<file path="config.mk">
export PLATFORM = sky130hd
export DESIGN_NAME = aoc_ctrl
export DESIGN_NICKNAME = d
export VERILOG_FILES = /design/src/design/aoc_pkg.sv /design/src/design/aoc_ctrl.sv /design/src/design/aoc_sync.sv
export SDC_FILE = /design/constraint.sdc
export NUM_CORES = 1
export LEC_CHECK = 0
export BUFFER_PORTS_ARGS = -buffer_cell sky130_fd_sc_hd__buf_2
export CAP_MARGIN = 20
export CORE_ASPECT_RATIO = 0.75
export CORE_MARGIN = 4
export CORE_UTILIZATION = 55
export CTS_CLUSTER_SIZE = 14
export DETAILED_ROUTE_END_ITERATION = 6
export PLACE_DENSITY_LB_ADDON = 0.12
export SYNTH_ARGS = -nofsm -noshare
export SYNTH_HDL_FRONTEND = slang
export SYNTH_HIERARCHICAL = 1
export SYNTH_SLANG_ARGS = --single-unit
export TNS_END_PERCENT = 30
</file>
<file path="constraint.sdc">
create_clock -name clock -period 3.9 [get_ports clock]
set_clock_uncertainty 0.05 [all_clocks]
set_input_delay 0.78 -clock clock [delete_from_list [all_inputs] [get_ports clock]]
set_output_delay 0.78 -clock clock [all_outputs]
set_load 0.01 [all_outputs]
</file>
<file path="src/design/aoc_pkg.sv">
// Purpose: shared constants for the converter output control block
// Assumes: four-level straps arrive already quantised to 2-bit codes
// Notes:   aoc_ctrl and the verif files import this package whole; aoc_sync does not
package aoc_pkg;
  localparam int          AOC_WORD_W    = 12;
  localparam int          AOC_MSB       = 11;
  localparam int          AOC_LATENCY   = 5;
  localparam logic [1:0]  AOC_LVL_GND   = 2'h0;
  localparam logic [1:0]  AOC_LVL_THIRD = 2'h1;
  localparam logic [1:0]  AOC_LVL_TWO3  = 2'h2;
  localparam logic [1:0]  AOC_LVL_FULL  = 2'h3;
  localparam logic [11:0] AOC_WORD_RST  = 12'h000;

  typedef enum logic [1:0] {
    AOC_STYLE_FULL  = 2'h0,
    AOC_STYLE_SIMUL = 2'h1,
    AOC_STYLE_INTLV = 2'h3,
    AOC_STYLE_LVDS  = 2'h2
  } aoc_style_type;

  typedef enum logic [1:0] {
    AOC_PWR_RUN   = 2'h0,
    AOC_PWR_HIZ   = 2'h1,
    AOC_PWR_SLEEP = 2'h3,
    AOC_PWR_NAP   = 2'h2
  } aoc_power_type;
endpackage : aoc_pkg

</file>
<file path="src/design/aoc_ctrl.sv">
// Purpose: digital output side of a 12-bit pipelined sampling converter
// Assumes: strobe slower than clock / 2; straps static in operation
// Notes:   enables are active low (low = pin driven)
`timescale 1ns/10ps
module aoc_ctrl
  import aoc_pkg::*;
#(
  parameter int LATENCY = AOC_LATENCY
) (
  input  wire logic                  clock,
  input  wire logic                  arst_n,
  input  wire logic                  clk_en,
  input  wire logic                  sample_strobe_p,
  input  wire logic                  sample_strobe_n,
  input  wire logic                  power_down_select,
  input  wire logic                  drive_gate,
  input  wire logic [1:0]            style_strap,
  input  wire logic [1:0]            format_strap,
  input  wire logic [AOC_WORD_W-1:0] sample_word,
  input  wire logic                  sample_over_range,
  output logic      [AOC_WORD_W-1:0] first_bus_word,
  output logic                       first_bus_word_oe_n,
  output logic                       first_bus_range_flag,
  output logic                       first_bus_valid_strobe,
  output logic                       first_bus_oe_n,
  output logic      [AOC_WORD_W-1:0] second_bus_word,
  output logic                       second_bus_range_flag,
  output logic                       second_bus_valid_strobe,
  output logic                       second_bus_word_oe_n,
  output logic                       second_bus_strobe_oe_n,
  output logic      [AOC_WORD_W-1:0] diff_data_word,
  output logic                       diff_range_flag,
  output logic                       diff_valid_strobe,
  output logic                       diff_oe_n,
  output logic                       stabiliser_on,
  output logic                       converting
);
  localparam int SW = 6;
  logic [SW-1:0] sync_out;
  logic          enc_reg;
  logic          strobe_rise;
  logic [AOC_WORD_W:0] pipe_reg [LATENCY];
  logic [AOC_WORD_W:0] result;
  logic          phase_reg;
  aoc_style_type style;
  aoc_power_type power;
  logic          twos_fmt;
  logic          run;
  logic          drive;
  logic [AOC_WORD_W-1:0] coded;

  // Sample word is converter-internal, same domain; only pins synchronised
  aoc_sync #(.WIDTH(SW)) u_sync (
    .clock    (clock),
    .arst_n   (arst_n),
    .clk_en   (clk_en),
    .async_in ({sample_strobe_p & ~sample_strobe_n, power_down_select,
                drive_gate, style_strap[1], style_strap[0],
                format_strap[1]}),
    .sync_out (sync_out)
  );

  logic fmt0_meta_reg;
  logic fmt0_reg;
  always_ff @(posedge clock or negedge arst_n) begin
    if (!arst_n) begin
      fmt0_meta_reg <= 1'b0;
      fmt0_reg      <= 1'b0;
    end else if (clk_en) begin
      fmt0_meta_reg <= format_strap[0];
      fmt0_reg      <= fmt0_meta_reg;
    end
  end

  function automatic aoc_style_type style_of(input logic [1:0] lvl);
    unique case (lvl)
      AOC_LVL_GND:   style_of = AOC_STYLE_FULL;
      AOC_LVL_THIRD: style_of = AOC_STYLE_SIMUL;
      AOC_LVL_TWO3:  style_of = AOC_STYLE_INTLV;
      AOC_LVL_FULL:  style_of = AOC_STYLE_LVDS;
    endcase
  endfunction : style_of

  always_comb begin
    style    = style_of(sync_out[2:1]);
    power    = aoc_power_type'({sync_out[4], sync_out[3]});
    // Both format codes above one third are two's complement
    twos_fmt = sync_out[0];
    run      = (power == AOC_PWR_RUN) || (power == AOC_PWR_HIZ);
    drive    = (power == AOC_PWR_RUN);
    strobe_rise = sync_out[5] & ~enc_reg;
    result   = pipe_reg[LATENCY-1];
    // Offset binary differs from two's complement in the MSB only
    coded    = twos_fmt ? result[AOC_WORD_W-1:0]
             : {~result[AOC_MSB], result[AOC_MSB-1:0]};
  end

  always_ff @(posedge clock or negedge arst_n) begin
    if (!arst_n) begin
      enc_reg <= 1'b0;
    end else if (clk_en) begin
      enc_reg <= sync_out[5];
    end
  end

  // Pipeline advances one stage per strobe; nap and sleep freeze it
  // Head and tail split at elaboration so no stage indexes below zero
  genvar g;
  generate
    for (g = 0; g < LATENCY; g++) begin : g_pipe
      if (g == 0) begin : g_head
        always_ff @(posedge clock or negedge arst_n) begin
          if (!arst_n) begin
            pipe_reg[g] <= '0;
          end else if (clk_en && run && strobe_rise) begin
            pipe_reg[g] <= {sample_over_range, sample_word};
          end
        end
      end else begin : g_tail
        always_ff @(posedge clock or negedge arst_n) begin
          if (!arst_n) begin
            pipe_reg[g] <= '0;
          end else if (clk_en && run && strobe_rise) begin
            pipe_reg[g] <= pipe_reg[g-1];
          end
        end
      end
    end
  endgenerate

  // Output registers and strobes
  always_ff @(posedge clock or negedge arst_n) begin
    if (!arst_n) begin
      first_bus_word          <= AOC_WORD_RST;
      first_bus_range_flag    <= 1'b0;
      first_bus_valid_strobe  <= 1'b0;
      second_bus_word         <= AOC_WORD_RST;
      second_bus_range_flag   <= 1'b0;
      second_bus_valid_strobe <= 1'b0;
      diff_data_word          <= AOC_WORD_RST;
      diff_range_flag         <= 1'b0;
      diff_valid_strobe       <= 1'b0;
      phase_reg               <= 1'b0;
    end else if (clk_en && run) begin
      if (strobe_rise) begin
        unique case (style)
          AOC_STYLE_FULL: begin
            first_bus_word         <= coded;
            first_bus_range_flag   <= result[AOC_WORD_W];
            first_bus_valid_strobe <= 1'b1;
            second_bus_valid_strobe <= 1'b1;
          end
          AOC_STYLE_LVDS: begin
            diff_data_word    <= coded;
            diff_range_flag   <= result[AOC_WORD_W];
            diff_valid_strobe <= 1'b1;
          end
          default: begin
            phase_reg <= ~phase_reg;
            if (!phase_reg) begin
              first_bus_word         <= coded;
              first_bus_range_flag   <= result[AOC_WORD_W];
              first_bus_valid_strobe <= 1'b1;
              // Second strobe falls as the first bus takes its word
              second_bus_valid_strobe <= 1'b0;
            end else begin
              second_bus_word       <= coded;
              second_bus_range_flag <= result[AOC_WORD_W];
              first_bus_valid_strobe <= 1'b0;
              // Simultaneous rise waits half a sample for setup
              if (style == AOC_STYLE_INTLV) begin
                second_bus_valid_strobe <= 1'b1;
              end
            end
          end
        endcase
      end else if (!sync_out[5] && enc_reg) begin
        // Falling strobe edge: full rate and LVDS strobes drop
        if (style == AOC_STYLE_FULL) begin
          first_bus_valid_strobe  <= 1'b0;
          second_bus_valid_strobe <= 1'b0;
        end
        if (style == AOC_STYLE_LVDS) begin
          diff_valid_strobe <= 1'b0;
        end
        // Rising mid-word, a rising-edge latch never sees the word move
        if (style == AOC_STYLE_SIMUL && !phase_reg) begin
          second_bus_valid_strobe <= 1'b1;
        end
      end
    end
  end

  // Drive enables, low while the pin is driven
  always_ff @(posedge clock or negedge arst_n) begin
    if (!arst_n) begin
      first_bus_word_oe_n    <= 1'b1;
      first_bus_oe_n         <= 1'b1;
      second_bus_word_oe_n   <= 1'b1;
      second_bus_strobe_oe_n <= 1'b1;
      diff_oe_n              <= 1'b1;
      stabiliser_on          <= 1'b0;
      converting             <= 1'b0;
    end else if (clk_en) begin
      first_bus_word_oe_n    <= !(drive && style != AOC_STYLE_LVDS);
      first_bus_oe_n         <= !(drive && style != AOC_STYLE_LVDS);
      second_bus_word_oe_n   <= !(drive && (style == AOC_STYLE_SIMUL ||
                                 style == AOC_STYLE_INTLV));
      second_bus_strobe_oe_n <= !(drive && style != AOC_STYLE_LVDS);
      diff_oe_n              <= !(drive && style == AOC_STYLE_LVDS);
      stabiliser_on          <= sync_out[0] ^ fmt0_reg;
      converting             <= run;
    end
  end

  AST_FULL_HIZ: assert property (@(posedge clock)
    disable iff (!arst_n)
    clk_en && style == AOC_STYLE_FULL |=> second_bus_word_oe_n)
    else $error("second bus driven in full-rate style");
  AST_STROBE_DRIVEN: assert property (@(posedge clock)
    disable iff (!arst_n)
    clk_en && drive && style == AOC_STYLE_FULL |=> !second_bus_strobe_oe_n)
    else $error("second strobe not driven in full-rate style");
  AST_POWER_HIZ: assert property (@(posedge clock)
    disable iff (!arst_n)
    clk_en && !drive |=> first_bus_oe_n && diff_oe_n && second_bus_word_oe_n)
    else $error("outputs driven while gated or powered down");
  AST_NAP_FREEZE: assert property (@(posedge clock)
    disable iff (!arst_n)
    clk_en && !run |=> $stable(first_bus_word))
    else $error("bus changed in nap or sleep");
  AST_FULL_WORD: assert property (@(posedge clock)
    disable iff (!arst_n)
    clk_en && run && strobe_rise && style == AOC_STYLE_FULL
    |=> first_bus_range_flag == $past(result[AOC_WORD_W]))
    else $error("range flag not carried with word");
  AST_CODING: assert property (@(posedge clock)
    disable iff (!arst_n)
    clk_en && run && strobe_rise && style == AOC_STYLE_LVDS
    |=> diff_data_word[AOC_MSB]
        == ($past(result[AOC_MSB]) ^ !$past(twos_fmt)))
    else $error("MSB coding wrong for format");
  AST_LVDS_STROBE: assert property (@(posedge clock)
    disable iff (!arst_n)
    clk_en && run && strobe_rise && style == AOC_STYLE_LVDS
    |=> diff_valid_strobe)
    else $error("LVDS strobe did not rise with data");
  AST_DEMUX_ALT: assert property (@(posedge clock)
    disable iff (!arst_n)
    clk_en && run && strobe_rise && style == AOC_STYLE_SIMUL
    |=> phase_reg != $past(phase_reg))
    else $error("demux phase did not alternate");
  AST_SIMUL_SETUP: assert property (@(posedge clock)
    disable iff (!arst_n)
    style == AOC_STYLE_SIMUL && $rose(second_bus_valid_strobe)
    |-> $stable(second_bus_word))
    else $error("second word moved as its strobe rose");
endmodule : aoc_ctrl

</file>
<file path="src/design/aoc_sync.sv">
// Purpose: two-flop synchroniser for a bundle of asynchronous inputs
// Assumes: multi-bit inputs are quasi-static straps
// Notes:   first stage is read only by the second stage
`timescale 1ns/10ps
module aoc_sync #(
  parameter int WIDTH = 1
) (
  input  wire logic             clock,
  input  wire logic             arst_n,
  input  wire logic             clk_en,
  input  wire logic [WIDTH-1:0] async_in,
  output logic      [WIDTH-1:0] sync_out
);
  logic [WIDTH-1:0] meta_reg;

  always_ff @(posedge clock or negedge arst_n) begin
    if (!arst_n) begin
      meta_reg <= '0;
      sync_out <= '0;
    end else if (clk_en) begin
      meta_reg <= async_in;
      sync_out <= meta_reg;
    end
  end
endmodule : aoc_sync

</file>
==> results.tsv, run 1 <==
stage	metric	value	unit
outcome	status	complete, no violations	
logic_synthesis	syn_area	0.00509	mm^2
floorplanning	dieArea	0.0109	mm^2
run	maxCapViolCount	0	
power_and_ir_drop	ir_drop	0.000376	V
clock_network	cts-root-buf	clkbuf_16	
detailed_routing	via_count	3353	
global_routing	grt_pass1_vias	3221	
clock_network	cts.path.max_buffers	2	
setup_path	startpoint_type	register	
setup_path	slowest_delay	510	ps
layout	seq_area	0.00321	mm^2
layout	syn2layout_area_growth	19.1	%
detailed_routing	final_antenna_net_count	0	
logic_synthesis	ys_seq_elements	128	
layout	largest_reg_flops	52	
sta	timing.setup.tns	0	ps
clock_network	cts_buffers	17	
clock_network	numClockSinks	128	
sta	worst_pin_slew	677	ps
clock_network	cts_tree	done	
floorplanning	ios	73	
power_and_ir_drop	power.leakage	3.39	nW
logic_synthesis	yosysMostFrequentCell	nand2_1	
logic_synthesis	synth_top_area_share	61.4	%
clock_network	post-cts-setup-buffer-count	0	
setup_path	cp.arrival	2670	ps
logic_synthesis	synthArstFlopShare	100	%
layout	final_net_count	582	
setup_path	crit_chain	inv_1, ha_1, and3b_2, buf_4, nand2_4, mux2_2	
sta	setup_viol	0	
clock_network	clk_latency	400	ps
logic_synthesis	synth_top_cells_by_area	dfrtp_1 (61%), nand2_1 (17%), mux2_2 (6.4%)	
global_routing	overflow	0	
setup_path	path_max_fanout	55	
detailed_routing	drt_iter0_markers	261	
global_routing	grt_pass1_wl	15800	um
clock_network	cts.hold.buffers_added	0	
layout	drive_gt1_share	26.2	%
detailed_routing	post_drt_wl_per_cell	13.5	um
clock_network	htree_levels	4	
floorplanning	start_util	56.3	%
setup_path	crit_buf_inv	2	
setup_path	crit_path_top_delay_cell	buf_4	
global_routing	grt_max_degree	129	
logic_synthesis	syn_nets	512	
hold_path	hold_path.class	in -> async	
logic_synthesis	syn_inst	482	
global_routing	antenna_found_initial	0	
place	gp_congestion	0.742	
logic_synthesis	yosysWarningCount	6	
sta	slew_headroom	54.8	%
floorplanning	core	0.00905	mm^2
setup_path	crit_required	4130	ps
global_routing	globalRouteTotalUtil	18.4	%
sta	finalHoldViolations	0	
power_and_ir_drop	powerDensity	639	mW/mm^2
detailed_routing	via_per_inst	4.85	
clock_network	cts.repair.resized	0	
logic_synthesis	synth.distinct_cells	34	
logic_synthesis	syn_avg_cell_area	10.6	um^2
sta	fmax	0.410	GHz
detailed_routing	routed_wl	9370	um
clock_network	path_clk_slew	50	ps
logic_synthesis	synth_ff_type	dfrtp_1	
logic_synthesis	synth_common_cells	nand2_1 (236), dfrtp_1 (125), mux2_2 (29)	
floorplanning	fp.dieW	119	um
power_and_ir_drop	finalPower	3.88	mW
layout	n_antenna_cell	0	
place	hpwl	5860	um
sta	post-route-period-util	62.6	%
place	io_buffer_count	72	
logic_synthesis	synth_edf_count	0	
logic_synthesis	synth_area_leader_cell	dfrtp_1	
floorplanning	die_h	91.3	um
sta	rsz0062_at_grt	no	
detailed_routing	drc	0	
floorplanning	fp-row-count	30	
setup_path	crit_path_end_kind	register	
detailed_routing	first_pass_iters	4	
setup_path	path_delay_family	simple AND/OR/NAND/NOR gates	
layout	n_fill_cell	715	
layout	multiInputGateArea	0.00171	mm^2
sta	min_period	2440	ps
sta	final_max_slew_viol_count	0	
logic_synthesis	yosysSeqAreaShare	63.0	%
setup_path	critical_path_class	reg -> reg	
[placed cells by master (no fill, tap or decap), types with 3 or more instances in the layout]
cell | synthesis | layout
nand2_1 | 236 | 236
dfrtp_1 | 125 | 125
buf_2 | 13 | 71
mux2_2 | 29 | 29
clkbuf_16 | 0 | 17
mux2_4 | 10 | 10
nor2_1 | 7 | 7
inv_1 | 6 | 6
ha_1 | 6 | 6
o21ai_0 | 5 | 5
clkinv_2 | 0 | 5
clkbuf_1 | 4 | 5
a21oi_1 | 4 | 4
buf_4 | 5 | 4
nor2b_1 | 3 | 3
dfstp_2 | 3 | 3
[path summary, 6_finish.rpt]
| check | from | to | slack (ps) | cells after the start |
|---|---|---|---|---|
| max in group asynchronous | arst_n | pipe_reg[13] | 2870 | 2 |
| worst max register to register | enc_reg | diff_data_word[8] | 1460 | 6 |
| worst min register to register | pipe_reg[50] | pipe_reg[37] | 410 | 2 |
| worst max-delay path | enc_reg | diff_data_word[8] | 1460 | 6 |
| min in group clock | pipe_reg[50] | pipe_reg[37] | 410 | 2 |
| worst min-delay path | arst_n | diff_data_word[1] | 400 | 2 |
[layer usage]
metal  wire, um  share of wire (%)  GRT usage [%]
met5          0                  0              0
met4        114                1.2           8.00
met3        532                5.7           5.17
met2       4010                 43           25.1
met1       4710                 50           27.4
[power breakdown]
group	internal (mW)	switching [mW]	total (mW)
clock	0.964	0.517	1.48
combinational	0.227	0.300	0.527
sequential	1.66	0.205	1.87
[layout make-up]
cell class	count	area share (%)
Multi-Input combinational cell	323	28.2
Clock buffer	24	7.78
Clock inverter	7	1.40
Inverter	6	0.371
Sequential cell	128	52.9
Timing Repair Buffer	76	6.68
Tap cell	128	2.64
[worst reg2reg max path, stage by stage, from the launching register on]
cell and delay (ps):
dfrtp_1 370, inv_1 70, ha_1 340, and3b_2 390, buf_4 510, nand2_4 250
mux2_2 340
[stage by stage]
stage / util, % / setup WS [ps] / hold slack, ps / std cells / cell area (um^2)
after global routing: 67.0 / 1240 / 439 / 692 / 6060
after floorplan: - / 1880 / 389 / 482 / 5090
after global placement: 60.9 / 1410 / 397 / 661 / 5510
final: 67.0 / 1460 / 395 / 692 / 6060
after CTS: 67.0 / 1450 / 411 / 692 / 6060
after detailed placement: 60.9 / 1390 / 398 / 661 / 5510
[cell families after synthesis]
logic type | Yosys count | synth area share [%]
AND/OR/NAND/NOR | 258 | 20.1
flip-flops | 128 | 63.0
multiplexers | 41 | 9.78
buffers and inverters | 31 | 3.42
AO/OA/AOI/OAI | 15 | 1.77
adder cells (fa/ha/maj) | 6 | 1.47
XOR/XNOR | 3 | 0.516
No activity file was read; power rests on OpenSTA's default activity.
==> inputs of run 2 (changes only) <==
==> constraint.sdc (replaced) <==
create_clock -name clock -period 2.32 [get_ports clock]
set_clock_uncertainty 0.05 [all_clocks]
set_input_delay 0.464 -clock clock [delete_from_list [all_inputs] [get_ports clock]]
set_output_delay 0.464 -clock clock [all_outputs]
set_load 0.01 [all_outputs]
==> run 2 against run 1 <==
Non-clock buffer count up 4; final cell count up 0.72%; global-route usage up 0.42 points; sequential cell count unchanged; first-iteration DRC count down 30%; combinational power up 69%; sequential power up 67%; clock power up 66%; register-to-register slack worse by 1100 ps.
==> results.tsv, run 2 (synthesized netlist as in run 1, its figures left out) <==
stage	metric	value	unit
outcome	status	complete, no violations	
setup_path	crit_path_end_kind	register	
sta	finalHoldViolations	0	
sta	rsz0062_at_grt	no	
clock_network	numClockSinks	128	
clock_network	clk_latency	400	ps
layout	syn2layout_area_growth	19.9	%
place	hpwl	5960	um
run	maxCapViolCount	0	
layout	layout_commonest_cell	nand2_1	
sta	final_max_slew_viol_count	0	
clock_network	post-cts-setup-buffer-count	0	
setup_path	cp.arrival	2190	ps
place	io_buffer_count	72	
clock_network	path_clk_slew	50	ps
floorplanning	start_util	56.3	%
layout	postLayoutCellArea	0.00610	mm^2
global_routing	globalRouteTotalUtil	18.8	%
clock_network	cts.repair.resized	0	
clock_network	htree_levels	4	
global_routing	grt_pass1_vias	3284	
global_routing	grt_pass1_wl	16300	um
detailed_routing	post_drt_wl_per_cell	13.2	um
setup_path	startpoint_type	register	
sta	post-route-period-util	84.5	%
hold_path	hold_path.class	in -> async	
sta	setup_viol	0	
clock_network	cts_buffers	17	
sta	fmax	0.510	GHz
floorplanning	fp-row-count	30	
power_and_ir_drop	finalPower	6.47	mW
layout	final_cell_mix	nand2_1 (236), dfrtp_1 (125), buf_2 (71)	
floorplanning	ios	73	
clock_network	cts.path.max_buffers	2	
detailed_routing	drt_iter0_markers	184	
place	gp_congestion	0.783	
detailed_routing	first_pass_iters	4	
clock_network	cts_tree	done	
detailed_routing	routed_wl	9210	um
floorplanning	die_h	91.3	um
global_routing	overflow	0	
layout	n_antenna_cell	0	
global_routing	antenna_found_initial	0	
sta	hold_ws	17.6	ps
layout	largest_reg_flops	52	
setup_path	critical_path_class	reg -> reg	
detailed_routing	final_antenna_net_count	0	
sta	min_period	1960	ps
layout	drive_gt1_share	26.9	%
detailed_routing	via_per_inst	4.80	
sta	timing.setup.tns	0	ps
layout	n_fill_cell	724	
setup_path	crit_required	2560	ps
setup_path	path_max_fanout	13	
power_and_ir_drop	power.leakage	3.41	nW
detailed_routing	drc	0	
floorplanning	fp.dieW	119	um
sta	worst_pin_slew	631	ps
sta	slew_headroom	57.9	%
global_routing	grt_max_degree	67	
setup_path	r2r_start	enc_reg	
clock_network	cts.hold.buffers_added	0	
detailed_routing	via_count	3344	
place	dpl_cell_area	0.00555	mm^2
floorplanning	core	0.00905	mm^2
layout	final_net_count	586	
power_and_ir_drop	ir_drop	0.000635	V
floorplanning	dieArea	0.0109	mm^2
power_and_ir_drop	powerDensity	1060	mW/mm^2
clock_network	cts-root-buf	clkbuf_16	
setup_path	cp-startpoint	enc_reg	
==> run 2: cell types whose count changed in the layout (fill, tap and decap cells not counted), sizes merged <==
cell | before | now
clkbuf | 24 | 26
buf | 76 | 80
bufinv | 2 | 1
==> run 2: metal layers <==
| layer | up-vias | wire length (um) | GRT usage [%] |
|---|---|---|---|
| li1 | 1677 | - | - |
| met1 | 1576 | 4800 | 28.0 |
| met2 | 82 | 3810 | 26.0 |
| met3 | 9 | 520 | 5.54 |
| met4 | 0 | 85 | 7.23 |
| met5 | - | 0 | 0 |
==> run 2: cell type report <==
cell class                      count  area, um^2  share of cell area, %
Sequential cell                   128        3210                   52.5
Timing Repair Buffer               80         448                   7.34
Inverter                            6        22.5                  0.369
Clock inverter                      6        55.1                  0.902
Clock buffer                       26         499                   8.18
Tap cell                          128         160                   2.62
Multi-Input combinational cell    323        1710                   28.1
==> run 2: final timing paths <==
check	endpoint	slack [ps]	cells after the start
setup / recovery	second_bus_word[10]	360	6
hold / removal	first_bus_word[1]	20	1
setup reg to reg	second_bus_word[10]	360	6
hold reg to reg	pipe_reg[21]	410	2
max in group asynchronous	second_bus_strobe_oe_n	1490	2
min in group clock	pipe_reg[58]	190	3
==> run 2: through the flow <==
step,util [%],setup WS [ps],cells
floorplan,-,566,482
global placement,61.4,469,665
detailed placement,61.4,363,665
CTS,67.5,356,697
global route,67.5,203,697
finish,67.5,361,697
==> run 2: worst max-delay path: stages (launching register included) <==
cell and delay [ps]:
dfrtp_1 370, inv_1 70, ha_1 350, and3b_2 320, nand3_1 390, nand2_1 210, nand2_1 70
==> run 2: power by group <==
group	switching [mW]	internal, mW
Combinational	0.503	0.388
Sequential	0.342	2.79
Clock	0.868	1.58
Total	1.71	4.76
==> inputs of run 3 (changes only) <==
==> constraint.sdc (replaced) <==
create_clock -name clock -period 1.86 [get_ports clock]
set_clock_uncertainty 0.05 [all_clocks]
set_input_delay 0.372 -clock clock [delete_from_list [all_inputs] [get_ports clock]]
set_output_delay 0.372 -clock clock [all_outputs]
set_load 0.01 [all_outputs]
==> run 3 against run 2 <==
Sequential cell count unchanged; highest routed layer unchanged; via count grew 1.9%; non-clock buffer count grew 9; total power rose by 30%; critical path depth decreased by 2; clock-buffer cell count up 1; routed wire length grew 3.3%; largest power group unchanged; critical endpoint is now diff_data_word[7]; largest cell class unchanged; maximum frequency rose by 17%.
==> results.tsv, run 3 (synthesized netlist as in run 1, its figures left out) <==
stage	metric	value	unit
detailed_routing	via_count	3406	
floorplanning	die_h	91.3	um
sta	worst_pin_slew	637	ps
setup_path	crit_chain	ha_1, and3b_2, nand2_4, mux2_2	
setup_path	critical_path_class	reg -> reg	
layout	multiInputGateArea	0.00171	mm^2
floorplanning	fp-row-count	30	
layout	final_cell_mix	nand2_1 (236), dfrtp_1 (125), buf_2 (71)	
place	dp_cells	673	
clock_network	cts.path.max_buffers	2	
place	io_buffer_count	72	
global_routing	overflow	0	
outcome	status	complete, no violations	
layout	final_core_util	69.1	%
layout	largest_reg_flops	52	
clock_network	cts.repair.resized	0	
sta	setup_viol	0	
clock_network	cts_tree	done	
hold_path	hold_path.class	in -> reg	
sta	slew_headroom	57.5	%
layout	final_net_count	595	
power_and_ir_drop	powerDensity	1340	mW/mm^2
setup_path	slowest_delay	410	ps
place	hpwl	6200	um
power_and_ir_drop	ir_drop	0.00127	V
floorplanning	fp.dieW	119	um
detailed_routing	post_drt_wl_per_cell	13.5	um
run	maxCapViolCount	0	
sta	fmax	0.595	GHz
clock_network	cts_buffers	17	
layout	syn2layout_area_growth	22.7	%
clock_network	path_clk_slew	50	ps
clock_network	cts.hold.buffers_added	1	
clock_network	cts-root-buf	clkbuf_16	
power_and_ir_drop	finalPower	8.38	mW
layout	postLayoutCellArea	0.00625	mm^2
layout	drive_gt1_share	27.7	%
sta	timing.setup.tns	0	ps
layout	n_fill_cell	688	
power_and_ir_drop	power.leakage	3.48	nW
setup_path	startpoint_type	register	
sta	final_max_slew_viol_count	0	
floorplanning	dieArea	0.0109	mm^2
setup_path	cp.arrival	1910	ps
setup_path	crit_path_end_kind	register	
global_routing	grt_pass1_wl	16400	um
layout	seq_area	0.00321	mm^2
global_routing	grt_pass1_vias	3382	
global_routing	grt_max_degree	66	
global_routing	globalRouteTotalUtil	18.8	%
detailed_routing	drt_iter0_markers	260	
sta	rsz0062_at_grt	no	
setup_path	path_max_fanout	14	
setup_path	crit_path_top_delay_cell	dfrtp_1	
floorplanning	core	0.00905	mm^2
detailed_routing	first_pass_iters	5	
sta	min_period	1680	ps
layout	fin_cells	706	
detailed_routing	routed_wl	9510	um
global_routing	antenna_found_initial	0	
detailed_routing	drc	0	
layout	layout_commonest_cell	nand2_1	
place	gp_congestion	0.810	
floorplanning	ios	73	
clock_network	htree_levels	4	
layout	n_antenna_cell	0	
detailed_routing	via_per_inst	4.82	
sta	post-route-period-util	90.3	%
clock_network	numClockSinks	128	
clock_network	clk_latency	400	ps
floorplanning	start_util	56.3	%
detailed_routing	final_antenna_net_count	0	
clock_network	post-cts-setup-buffer-count	0	
setup_path	crit_required	2090	ps
place	dpl_cell_area	0.00564	mm^2
sta	finalHoldViolations	0	
-- run 3: changes by cell type in the layout (fill, tap and decap cells not counted) --
cell | before | now
buf_12 | 2 | 4
buf_4 | 7 | 13
bufinv_16 | 1 | 3
clkbuf_1 | 5 | 6
clkinv_2 | 5 | 2
dlygate4sd3_1 | 0 | 1
-- run 3: routing by layer --
layer,GRT usage [%],wire length (um),vias to the layer above
met3,4.30,497,7
met1,28.2,4840,1620
met5,0,0,-
met4,8.00,76,0
li1,-,-,1690
met2,26.4,4100,89
-- run 3: power by group --
part           switching, mW  total [mW]  internal [mW]
logic                  0.634        1.14          0.508
registers              0.432        3.91           3.48
clock network           1.08        3.33           2.25
total                   2.15        8.38           6.24
-- run 3: path summary, 6_finish.rpt --
kind	startpoint	to	slack, ps	depth (start not counted)
max	u_sync/sync_out[5]	diff_data_word[7]	180	4
min	sample_word[7]	pipe_reg[59]	110	3
max reg2reg	u_sync/sync_out[5]	diff_data_word[7]	180	4
min reg2reg	pipe_reg[21]	result[8]	410	2
max in group asynchronous	arst_n	second_bus_word_oe_n	730	3
min in group asynchronous	arst_n	second_bus_range_flag	400	2
-- run 3: worst max-delay path, delay by kind of cell (launching register included) --
kind / cells / cell delay, ps
flops: 1 / 410
simple gates: 2 / 460
mux: 1 / 370
fa+ha+maj: 1 / 260
-- run 3: layout make-up --
type	instances	share of cell area [%]
Tap cell	128	2.56
Timing Repair Buffer	89	8.69
Inverter	6	0.360
Sequential cell	128	51.3
Multi-Input combinational cell	323	27.4
Clock buffer	27	8.05
Clock inverter	5	1.60
-- run 3: per-stage QoR --
step                setup WS [ps]  hold slack, ps
floorplan                     106            26.4
global placement              223             278
detailed placement            169             274
CTS                           164             100
global route                 29.5             112
finish                        181             111
